## config.mk

```make
export PLATFORM = sky130hd
export DESIGN_NAME = dccfg_top
export DESIGN_NICKNAME = d
export VERILOG_FILES = /design/src/verilog/dccfg_pkg.sv /design/src/verilog/dccfg_mem_if.sv /design/src/verilog/dccfg_cvstore.sv /design/src/verilog/dccfg_top.sv
export SDC_FILE = /design/constraint.sdc
export NUM_CORES = 2
export LEC_CHECK = 0
export ABC_AREA = 1
export BUFFER_PORTS_ARGS = -buffer_cell sky130_fd_sc_hd__buf_2
export CAP_MARGIN = 20
export CELL_PAD_IN_SITES_DETAIL_PLACEMENT = 0
export CELL_PAD_IN_SITES_GLOBAL_PLACEMENT = 1
export CORE_MARGIN = 5
export CORE_UTILIZATION = 54
export CTS_CLUSTER_SIZE = 10
export DETAILED_ROUTE_END_ITERATION = 7
export PLACE_DENSITY_LB_ADDON = 0.1
export SYNTH_ARGS = -nofsm -noshare
export SYNTH_HDL_FRONTEND = slang
export SYNTH_HIERARCHICAL = 1
export SYNTH_SLANG_ARGS = --single-unit
export TNS_END_PERCENT = 10
```

## constraint.sdc

```tcl
create_clock -name I_CORE_CLK -period 13.2 [get_ports I_CORE_CLK]
set_input_delay 1.98 -clock I_CORE_CLK [delete_from_list [all_inputs] [get_ports I_CORE_CLK]]
set_output_delay 1.98 -clock I_CORE_CLK [all_outputs]
set_load 0.02 [all_outputs]
```

## src/verilog/dccfg_pkg.sv

```systemverilog
// constants, types and factory values for the decoder configuration block
package dccfg_pkg;

  // store geometry
  localparam int NUM_CVS = 256;
  localparam int CV_W = 10;
  localparam int ADDR_W = 14;

  // variable numbers of the configuration store
  localparam logic [9:0] CV_PRIMARY_ADDRESS = 10'h001;
  localparam logic [9:0] CV_VSTART = 10'h002;
  localparam logic [9:0] CV_ACCELERATION_RATE = 10'h003;
  localparam logic [9:0] CV_BRAKING_RATE = 10'h004;
  localparam logic [9:0] CV_SLOT7 = 10'h007;
  localparam logic [9:0] CV_SLOT8 = 10'h008;
  localparam logic [9:0] CV_EXT_ADDR_HI = 10'h011;
  localparam logic [9:0] CV_EXT_ADDR_LO = 10'h012;
  localparam logic [9:0] CV_CONSIST_ADDR = 10'h013;
  localparam logic [9:0] CV_CONSIST_ACCELERATION = 10'h017;
  localparam logic [9:0] CV_CONSIST_BRAKING = 10'h018;
  localparam logic [9:0] CV_DECODER_CONFIGURATION = 10'h01d;
  localparam logic [9:0] CV_VOLUME = 10'h080;
  localparam logic [9:0] CV_BG_SOUND = 10'h081;
  localparam logic [9:0] CV_EXH_SOURCE = 10'h082;
  localparam logic [9:0] CV_LAST = 10'h100;

  // register and paged slot numbers
  localparam logic [9:0] SLOT_FIRST = 10'h001;
  localparam logic [9:0] SLOT_DIRECT_LAST = 10'h004;
  localparam logic [9:0] SLOT_CONFIG = 10'h005;
  localparam logic [9:0] SLOT_PAGE = 10'h006;
  localparam logic [7:0] PAGE_RESET = 8'h01;

  // factory values
  localparam logic [7:0] DEF_ADDRESS = 8'h03;
  localparam logic [7:0] DEF_VSTART = 8'h07;
  localparam logic [7:0] DEF_ACCEL = 8'h00;
  localparam logic [7:0] DEF_BRAKE = 8'h00;
  localparam logic [7:0] DEF_CONSIST = 8'h00;
  localparam logic [7:0] DEF_CONFIG = 8'h02;
  localparam logic [7:0] DEF_VOLUME = 8'h80;
  localparam logic [7:0] DEF_BG_SOUND = 8'hff;
  localparam logic [7:0] DEF_EXH_SOURCE = 8'h01;
  localparam logic [7:0] DEF_OTHER = 8'h00;

  // field positions
  localparam int CFG_DIR_REV = 0;
  localparam int CFG_SPEED28 = 1;
  localparam int CFG_TABLES = 4;
  localparam int CFG_LONG_ADDR = 5;
  localparam int EXH_CAM_BIT = 0;
  localparam int SHORT_ADDR_MSB = 6;
  localparam int EXT_HI_MSB = 5;

  // acknowledge timing
  localparam int CLK_MHZ = 100;
  localparam int ACK_TIME_MS = 50;
  localparam int ACK_CYCLES = ACK_TIME_MS * 1000 * CLK_MHZ;
  localparam int CNT_W = 23;

  // function keys
  localparam logic [3:0] FN_LIGHT = 4'h0;
  localparam logic [3:0] FN_F1 = 4'h1;
  localparam logic [3:0] FN_WHISTLE = 4'h2;
  localparam logic [3:0] FN_BELL = 4'h3;
  localparam logic [3:0] FN_HISS = 4'h4;
  localparam logic [3:0] FN_F5 = 4'h5;
  localparam logic [3:0] FN_DYNAMO = 4'h6;
  localparam logic [3:0] FN_COUPLER = 4'h7;
  localparam logic [3:0] FN_MUTE = 4'h8;
  localparam int FN_N = 9;

  // shadow slots held in flops for the running logic
  localparam int SH_N = 13;
  localparam int SH_PRI = 0;
  localparam int SH_VSTART = 1;
  localparam int SH_ACCEL = 2;
  localparam int SH_BRAKE = 3;
  localparam int SH_EXT_HI = 4;
  localparam int SH_EXT_LO = 5;
  localparam int SH_CONSIST = 6;
  localparam int SH_CON_ACC = 7;
  localparam int SH_CON_BRK = 8;
  localparam int SH_CONFIG = 9;
  localparam int SH_VOLUME = 10;
  localparam int SH_BG = 11;
  localparam int SH_EXH = 12;

  typedef enum logic [2:0] {
    ST_LOAD, ST_LCAP, ST_IDLE, ST_CMP, ST_ACK
  } dccfg_state_e;

  typedef enum logic [2:0] {
    MD_ADDR, MD_REG, MD_PAGED, MD_DIRECT, MD_OPS_SHORT, MD_OPS_LONG
  } dccfg_mode_e;

  function automatic logic [9:0] sh_cv(input int i);
    logic [9:0] c;
    c = CV_VOLUME;
    case (i)
      SH_PRI: c = CV_PRIMARY_ADDRESS;
      SH_VSTART: c = CV_VSTART;
      SH_ACCEL: c = CV_ACCELERATION_RATE;
      SH_BRAKE: c = CV_BRAKING_RATE;
      SH_EXT_HI: c = CV_EXT_ADDR_HI;
      SH_EXT_LO: c = CV_EXT_ADDR_LO;
      SH_CONSIST: c = CV_CONSIST_ADDR;
      SH_CON_ACC: c = CV_CONSIST_ACCELERATION;
      SH_CON_BRK: c = CV_CONSIST_BRAKING;
      SH_CONFIG: c = CV_DECODER_CONFIGURATION;
      SH_BG: c = CV_BG_SOUND;
      SH_EXH: c = CV_EXH_SOURCE;
      default: c = CV_VOLUME;
    endcase
    return c;
  endfunction

  // factory content of store word a (variable a+1)
  function automatic logic [7:0] cv_default(input logic [9:0] n);
    logic [7:0] v;
    v = DEF_OTHER;
    case (n)
      CV_PRIMARY_ADDRESS: v = DEF_ADDRESS;
      CV_VSTART: v = DEF_VSTART;
      CV_ACCELERATION_RATE: v = DEF_ACCEL;
      CV_BRAKING_RATE: v = DEF_BRAKE;
      CV_CONSIST_ADDR: v = DEF_CONSIST;
      CV_DECODER_CONFIGURATION: v = DEF_CONFIG;
      CV_VOLUME: v = DEF_VOLUME;
      CV_BG_SOUND: v = DEF_BG_SOUND;
      CV_EXH_SOURCE: v = DEF_EXH_SOURCE;
      default: v = DEF_OTHER;
    endcase
    return v;
  endfunction

endpackage

```

## src/verilog/dccfg_mem_if.sv

```systemverilog
// port bundle between the command engine and the variable store
`timescale 1ns/1ps
interface dccfg_mem_if;
  logic we;
  logic [7:0] addr;
  logic [7:0] wdata;
  logic [7:0] rdata;
  modport ctl (output we, output addr, output wdata, input rdata);
  modport mem (input we, input addr, input wdata, output rdata);
endinterface

```

## src/verilog/dccfg_cvstore.sv

```systemverilog
// byte-wide configuration variable store with one-cycle read
`timescale 1ns/1ps
module dccfg_cvstore (
  input wire logic i_clk,
  dccfg_mem_if.mem m
);
  import dccfg_pkg::*;

  typedef struct packed {
    logic [7:0] rdata;
  } dccfg_store_s;

  typedef logic [7:0] dccfg_image_t [NUM_CVS];

  function automatic dccfg_image_t factory_image();
    dccfg_image_t img;
    for (int i = 0; i < NUM_CVS; i++) begin
      img[i] = cv_default(CV_W'(i + 1));
    end
    return img;
  endfunction

  // stands in for flash: the reset never touches it, so programmed
  // values outlive a reset; only the power-up image is factory.
  // loaded by the declaration so the clocked write stays the one writer
  logic [7:0] mem_r [NUM_CVS] = factory_image();
  dccfg_store_s q_r;
  dccfg_store_s q_nxt;

  always_comb begin
    q_nxt = q_r;
    q_nxt.rdata = mem_r[m.addr];
  end

  always_ff @(posedge i_clk) begin
    q_r <= q_nxt;
    if (m.we) begin
      mem_r[m.addr] <= m.wdata;
    end
  end

  assign m.rdata = q_r.rdata;

endmodule

```

## src/verilog/dccfg_top.sv

```systemverilog
// configuration store, programming command engine and function mapping
`timescale 1ns/1ps

module dccfg_top #(
  parameter int P_ACK_CYCLES = dccfg_pkg::ACK_CYCLES
) (
  // clock and reset
  input wire logic I_CORE_CLK,
  input wire logic I_SRST,
  // programming command from the packet decoder
  input wire logic I_CMD_VALID,
  input wire dccfg_pkg::dccfg_mode_e I_CMD_MODE,
  input wire logic I_CMD_WRITE,
  input wire logic [dccfg_pkg::ADDR_W-1:0] I_CMD_ADDR,
  input wire logic [dccfg_pkg::CV_W-1:0] I_CMD_CV,
  input wire logic [7:0] I_CMD_DATA,
  // function command and direction
  input wire logic I_FN_VALID,
  input wire logic [dccfg_pkg::ADDR_W-1:0] I_FN_ADDR,
  input wire logic [3:0] I_FN_ID,
  input wire logic I_FN_ON,
  input wire logic I_DIR_FWD,
  // exhaust cam pin
  input wire logic I_CAM,
  // command status
  output logic O_BUSY,
  output logic O_DONE,
  output logic O_REJECT,
  output logic [7:0] O_RD_DATA,
  output logic O_ACK_LOAD,
  // lamps and effects
  output logic O_HEADLIGHT,
  output logic O_BACKUP,
  output logic O_FUNC1,
  output logic O_FUNC5,
  output logic O_WHISTLE,
  output logic O_BELL,
  output logic O_HISS,
  output logic O_COUPLER,
  output logic O_DYNAMO,
  output logic O_MUTE,
  output logic O_CHUFF,
  // running settings
  output logic [dccfg_pkg::ADDR_W-1:0] O_ACTIVE_ADDR,
  output logic O_LONG_ADDR,
  output logic O_SPEED28,
  output logic O_SPEED_TABLE,
  output logic [7:0] O_VSTART,
  output logic [7:0] O_ACCEL,
  output logic [7:0] O_BRAKE,
  output logic [7:0] O_CON_ACCEL,
  output logic [7:0] O_CON_BRAKE,
  output logic [7:0] O_CONSIST,
  output logic [7:0] O_VOLUME,
  output logic [7:0] O_BG_SOUND
);
  import dccfg_pkg::*;

  typedef struct packed {
    dccfg_state_e st;
    logic [3:0] idx;
    logic [SH_N-1:0][7:0] sh;
    logic [7:0] page;
    logic [CNT_W-1:0] cnt;
    logic busy;
    logic ack;
    logic done;
    logic reject;
    logic svc;
    logic [7:0] vdata;
    logic [7:0] rd;
    logic [FN_N-1:0] fn;
    logic [3:0] trig;
    logic hl;
    logic bl;
    logic [ADDR_W-1:0] act;
    logic [2:0] cam;
    logic chuff;
  } dccfg_main_s;

  dccfg_main_s q_r;
  dccfg_main_s q_nxt;
  dccfg_mem_if mif ();
  logic mem_we;
  logic [7:0] mem_addr;
  logic [8:0] tgt;
  logic take;
  logic page_wr;

  function automatic logic is_service(input dccfg_mode_e md);
    return (md != MD_OPS_SHORT) && (md != MD_OPS_LONG);
  endfunction

  function automatic logic [7:0] sh_addr(input int i);
    return 8'(sh_cv(i) - CV_PRIMARY_ADDRESS);
  endfunction

  // {accepted, store word} for a mode and slot or variable number
  function automatic logic [8:0] map_cv(input dccfg_mode_e md,
                                        input logic [9:0] n,
                                        input logic [7:0] page);
    logic [9:0] c;
    logic ok;
    c = n;
    ok = 1'b1;
    unique case (md)
      MD_ADDR: c = CV_PRIMARY_ADDRESS;
      MD_REG: begin
        if (n == SLOT_CONFIG) begin
          c = CV_DECODER_CONFIGURATION;
        end else begin
          ok = (n >= SLOT_FIRST && n <= SLOT_DIRECT_LAST) ||
               n == CV_SLOT7 || n == CV_SLOT8;
        end
      end
      MD_PAGED: begin
        ok = n >= SLOT_FIRST && n <= SLOT_DIRECT_LAST;
        c = 10'({2'h0, page - PAGE_RESET, 2'h0}) + n;
      end
      MD_DIRECT: ok = 1'b1;
      MD_OPS_SHORT: ok = n == CV_CONSIST_ACCELERATION ||
                         n == CV_CONSIST_BRAKING;
      MD_OPS_LONG: ok = n != CV_PRIMARY_ADDRESS && n != CV_EXT_ADDR_HI &&
                        n != CV_EXT_ADDR_LO;
      default: ok = 1'b0;
    endcase
    ok = ok && c >= CV_PRIMARY_ADDRESS && c <= CV_LAST;
    return {ok, 8'(c - CV_PRIMARY_ADDRESS)};
  endfunction

  // one-hot effect trigger for a key, zero for non-trigger keys
  function automatic logic [3:0] trig_slot(input logic [3:0] id);
    logic [3:0] t;
    t = 4'h0;
    case (id)
      FN_WHISTLE: t = 4'h1;
      FN_BELL: t = 4'h2;
      FN_HISS: t = 4'h4;
      FN_COUPLER: t = 4'h8;
      default: t = 4'h0;
    endcase
    return t;
  endfunction

  // main-track commands carry an address; service ones reach any decoder
  // on the programming track
  assign take = q_r.st == ST_IDLE && I_CMD_VALID &&
                (is_service(I_CMD_MODE) || I_CMD_ADDR == q_r.act);
  assign page_wr = I_CMD_MODE == MD_PAGED && I_CMD_CV == SLOT_PAGE;
  assign tgt = map_cv(I_CMD_MODE, I_CMD_CV, q_r.page);

  always_comb begin
    logic ack_go;
    logic fwd;
    ack_go = 1'b0;
    fwd = I_DIR_FWD ^ q_r.sh[SH_CONFIG][CFG_DIR_REV];
    q_nxt = q_r;
    q_nxt.done = 1'b0;
    q_nxt.reject = 1'b0;
    q_nxt.trig = 4'h0;
    mem_we = 1'b0;
    mem_addr = sh_addr(int'(q_r.idx));
    unique case (q_r.st)
      ST_LOAD: q_nxt.st = ST_LCAP;
      ST_LCAP: begin
        q_nxt.sh[q_r.idx] = mif.rdata;
        if (q_r.idx == 4'(SH_N - 1)) begin
          q_nxt.st = ST_IDLE;
        end else begin
          q_nxt.idx = q_r.idx + 4'h1;
          q_nxt.st = ST_LOAD;
        end
      end
      ST_IDLE: begin
        if (take) begin
          q_nxt.svc = is_service(I_CMD_MODE);
          if (page_wr) begin
            q_nxt.done = 1'b1;
            if (I_CMD_WRITE) begin
              q_nxt.page = I_CMD_DATA;
              ack_go = 1'b1;
            end else begin
              q_nxt.rd = q_r.page;
              ack_go = q_r.page == I_CMD_DATA;
            end
          end else if (!tgt[8]) begin
            q_nxt.reject = 1'b1;
          end else if (I_CMD_WRITE) begin
            mem_we = 1'b1;
            mem_addr = tgt[7:0];
            for (int i = 0; i < SH_N; i++) begin
              if (sh_addr(i) == tgt[7:0]) begin
                q_nxt.sh[i] = I_CMD_DATA;
              end
            end
            q_nxt.done = 1'b1;
            ack_go = 1'b1;
          end else begin
            mem_addr = tgt[7:0];
            q_nxt.vdata = I_CMD_DATA;
            q_nxt.st = ST_CMP;
          end
          // the main track has no load sensing, so no acknowledge there
          ack_go = ack_go && q_nxt.svc;
        end
      end
      ST_CMP: begin
        q_nxt.rd = mif.rdata;
        q_nxt.done = 1'b1;
        q_nxt.st = ST_IDLE;
        ack_go = q_r.svc && mif.rdata == q_r.vdata;
      end
      ST_ACK: begin
        if (q_r.cnt == '0) begin
          q_nxt.ack = 1'b0;
          q_nxt.st = ST_IDLE;
        end else begin
          q_nxt.cnt = q_r.cnt - 1'b1;
        end
      end
    endcase
    // motor pulse; its current is set by the bridge, the length here
    if (ack_go) begin
      q_nxt.st = ST_ACK;
      q_nxt.ack = 1'b1;
      q_nxt.cnt = CNT_W'(P_ACK_CYCLES - 1);
    end
    q_nxt.busy = q_nxt.st != ST_IDLE;

    // function keys work in every state, also during a main-track write
    if (I_FN_VALID && I_FN_ADDR == q_r.act && I_FN_ID < 4'(FN_N)) begin
      q_nxt.fn[I_FN_ID] = I_FN_ON;
      if (I_FN_ON && !q_r.fn[I_FN_ID]) begin
        q_nxt.trig = trig_slot(I_FN_ID);
      end
    end
    q_nxt.hl = q_r.fn[FN_LIGHT] & fwd;
    q_nxt.bl = q_r.fn[FN_LIGHT] & ~fwd;
    if (q_r.sh[SH_CONFIG][CFG_LONG_ADDR]) begin
      q_nxt.act = {q_r.sh[SH_EXT_HI][EXT_HI_MSB:0], q_r.sh[SH_EXT_LO]};
    end else begin
      q_nxt.act = {7'h00, q_r.sh[SH_PRI][SHORT_ADDR_MSB:0]};
    end
    q_nxt.cam = {q_r.cam[1:0], I_CAM};
    q_nxt.chuff = q_r.cam[1] & ~q_r.cam[2] &
                  q_r.sh[SH_EXH][EXH_CAM_BIT];
  end

  always_ff @(posedge I_CORE_CLK) begin
    if (I_SRST) begin
      q_r <= '0;
      q_r.st <= ST_LOAD;
      q_r.busy <= 1'b1;
      q_r.page <= PAGE_RESET;
    end else begin
      q_r <= q_nxt;
    end
  end

  assign mif.we = mem_we;
  assign mif.addr = mem_addr;
  assign mif.wdata = I_CMD_DATA;

  // factory image lives in the store
  dccfg_cvstore u_store (
    .i_clk(I_CORE_CLK),
    .m(mif.mem)
  );

  assign O_BUSY = q_r.busy;
  assign O_DONE = q_r.done;
  assign O_REJECT = q_r.reject;
  assign O_RD_DATA = q_r.rd;
  assign O_ACK_LOAD = q_r.ack;
  assign O_HEADLIGHT = q_r.hl;
  assign O_BACKUP = q_r.bl;
  assign O_FUNC1 = q_r.fn[FN_F1];
  assign O_FUNC5 = q_r.fn[FN_F5];
  assign O_WHISTLE = q_r.trig[0];
  assign O_BELL = q_r.trig[1];
  assign O_HISS = q_r.trig[2];
  assign O_COUPLER = q_r.trig[3];
  assign O_DYNAMO = q_r.fn[FN_DYNAMO];
  assign O_MUTE = q_r.fn[FN_MUTE];
  assign O_CHUFF = q_r.chuff;
  assign O_ACTIVE_ADDR = q_r.act;
  assign O_LONG_ADDR = q_r.sh[SH_CONFIG][CFG_LONG_ADDR];
  assign O_SPEED28 = q_r.sh[SH_CONFIG][CFG_SPEED28];
  assign O_SPEED_TABLE = q_r.sh[SH_CONFIG][CFG_TABLES];
  assign O_VSTART = q_r.sh[SH_VSTART];
  assign O_ACCEL = q_r.sh[SH_ACCEL];
  assign O_BRAKE = q_r.sh[SH_BRAKE];
  assign O_CON_ACCEL = q_r.sh[SH_CON_ACC];
  assign O_CON_BRAKE = q_r.sh[SH_CON_BRK];
  assign O_CONSIST = q_r.sh[SH_CONSIST];
  assign O_VOLUME = q_r.sh[SH_VOLUME];
  assign O_BG_SOUND = q_r.sh[SH_BG];
endmodule
```

==> impl_metrics.tcl <==
set metrics [dict create \
    largest_register_ffs 2048 \
    yosysWarnings 6 \
    ant_nets 0 \
    worstMarginPinSlew_ps 1218 \
    grt_pass1_vias 63860 \
    dp_hpwl_microns 157100 \
    gr-usage-met1_pct 41.26 \
    max_freq_mhz 127.2 \
    clockBufferDepth 4 \
    reg2reg_slack_ps 5600 \
    die_area_sq_um 187800 \
    rr_startpoint "q_r[194]" \
    io_buffers 164 \
    cts_buffers 278 \
    drtIter0Drc 7383 \
    cts_hold_buf 0 \
    grt_pass1_wl_microns 402300 \
    ys.flop_type "edfxtp_1" \
    synth_top_area_share_pct 63.53 \
    final_common_cell "nand2_1" \
    grt_use_total_pct 28.38 \
    finalCriticalPeriod_ps 7863 \
    place_congestion 0.8742 \
    rsz0062_at_grt "no" \
    layout.nets 9936 \
    syn-num-nets 9963 \
    synth_cell_type_count 50 \
    cts_tree "yes" \
    path_common_cell "nand2_1" \
    cts_root_buf "clkbuf_16" \
    rows 155 \
    largest_register "u_store/mem_r" \
    cp.required_ps 14040 \
    cp_num_buf_inv 5 \
    hold_violations 0 \
    use_met3_pct 4.689 \
    die_x_microns 433.4 \
    min_from "q_r[3]" \
    syn_area_sq_um 96800 \
    synth_enable_flop_cells 2048 \
    clk_pin_slew_worst_paths_ps 60 \
    routedWlPerCell_microns 21.90 \
    worst_path_max_delay_cell "buf_4" \
    vias_per_cell 5.501 \
    cp.arrival_ps 8700 \
    synthTopCellsByArea "edfxtp_1 (64%), nand2_1 (20%), dfxtp_1 (4.1%)" \
    post_cts_resized 0 \
    cap_violations 0 \
    irDropWorstVdd_uv 157.9 \
    top_usage_layer "met2" \
    crit_fanout 160 \
    vias 67643 \
    startpoint "I_CMD_CV[2]" \
    post-route-util_pct 59.59 \
    start_util_pct 54.25 \
    slew_headroom_pct 18.79 \
    async_flop_share_pct 0 \
    final_cell_mix "nand2_1 (5,124), edfxtp_1 (2,048), nor2_1 (663)" \
    synthToLayoutAreaGrowth_pct 9.829 \
    yosysTopAreaCell "edfxtp_1" \
    synth_seq_cells 2244 \
    slowest_delay_ps 760 \
    p_leak_uw 0.04304 \
    met2_usage_pct 44.16 \
    clk_latency_ps 910 \
    ys_seq_area_share_pct 67.59 \
    grt_max_degree 192 \
    clock-sinks 2244 \
    setup_viol 0 \
    finalSetupTns_ps 0 \
    skew_ps 41.76 \
    critPathKind "input port to register" \
    core_area_sq_um 178400 \
    end_kind "register" \
    wl_microns 269300 \
    io-pin-count 165 \
    grt_overflow 0 \
    drive_gt1_share_pct 6.590 \
    powerDensity_nw_per_um2 155.7 \
    synth.avg_cell_area_sq_um 9.798 \
    antenna_found_initial 5 \
    synthCells 9879 \
    slew_violations 0 \
    post_cts_buffers 0 \
    route.detailed.drc 0 \
    post-route-period-util_pct 59.57 \
    die_y_microns 433.4 \
    critPathLaunchType "input port" \
    outcome "completed" \
    htreeDepth 5 \
    firstDrtPassIters 8 \
    hp-class "register to register" \
    critPathTopFamily "buffers and inverters" \
]
report_power, final:
group,leakage [uW],switching [uW],total [uW],internal (uW)
Combinational,0.0194,1650,2120,476
Clock,0.00368,2690,6620,3930
Sequential,0.0200,31.4,7800,7770
Total,0.0430,4370,16600,12200
logic make-up (layout without fill, tap and decap cells):
group                    after synthesis  in the layout  share of synthesized area [%]
AO/OA/AOI/OAI                        438            438                          2.369
XOR/XNOR                              47             47                         0.4253
adder cells (fa/ha/maj)               23             23                         0.3050
buffers and inverters                872            932                          4.091
flip-flops                          2244           2244                          67.59
other                                  0              2                              0
AND/OR/NAND/NOR                     6255           6255                          25.22
per-layer routing:
metal	vias up	share of wire [%]
met1	32540	43
met3	456	8.1
met4	4	3.1
li1	31991	-
met5	-	0.010
met2	2652	46
per-stage QoR:
stage / power, uW / area (sq um) / hold WS, ps / cells / setup WS [ps]
2_1_floorplan: 9219 / 96800 / 366.5 / 9879 / 7290
3_3_place_gp: 10050 / 98720 / 370.1 / 11926 / 4593
3_5_place_dp: 10050 / 98730 / 372.7 / 11927 / 4528
4_1_cts: 16650 / 106300 / 383.5 / 12294 / 5461
5_1_grt: 17150 / 106300 / 396.3 / 12296 / 5036
6_report: 16550 / 106300 / 380.7 / 12296 / 5337
synth_stat cells (all sizes together), types with 22 or more instances:
| library cell | number |
|---|---|
| xor2 | 38 |
| ha | 22 |
| clkbuf | 201 |
| o21ai | 333 |
| edfxtp | 2048 |
| buf | 353 |
| dfxtp | 196 |
| inv | 316 |
| nand2 | 5136 |
| a21oi | 80 |
| nor2 | 710 |
| nand4 | 39 |
| nand3 | 297 |
| nor3 | 35 |
layout make-up:
type                       instances  area (sq um)
clock inverter                    13         143.9
fill                           15137         72110
tap                             2355          2947
clock buffer                     354          7432
inverter                         318          1235
sequential                      2244         65420
timing repair buffer             247          1649
antenna                            2         5.005
multi-input combinational       6763         27480
worst paths after layout:
kind / to / cells past startpoint
setup / recovery: u_store/m.rdata[4] / 26
hold / removal: O_CHUFF / 1
setup reg to reg: u_store/m.rdata[4] / 25
hold reg to reg: O_CHUFF / 1
Power figures use the tool's default switching activity.
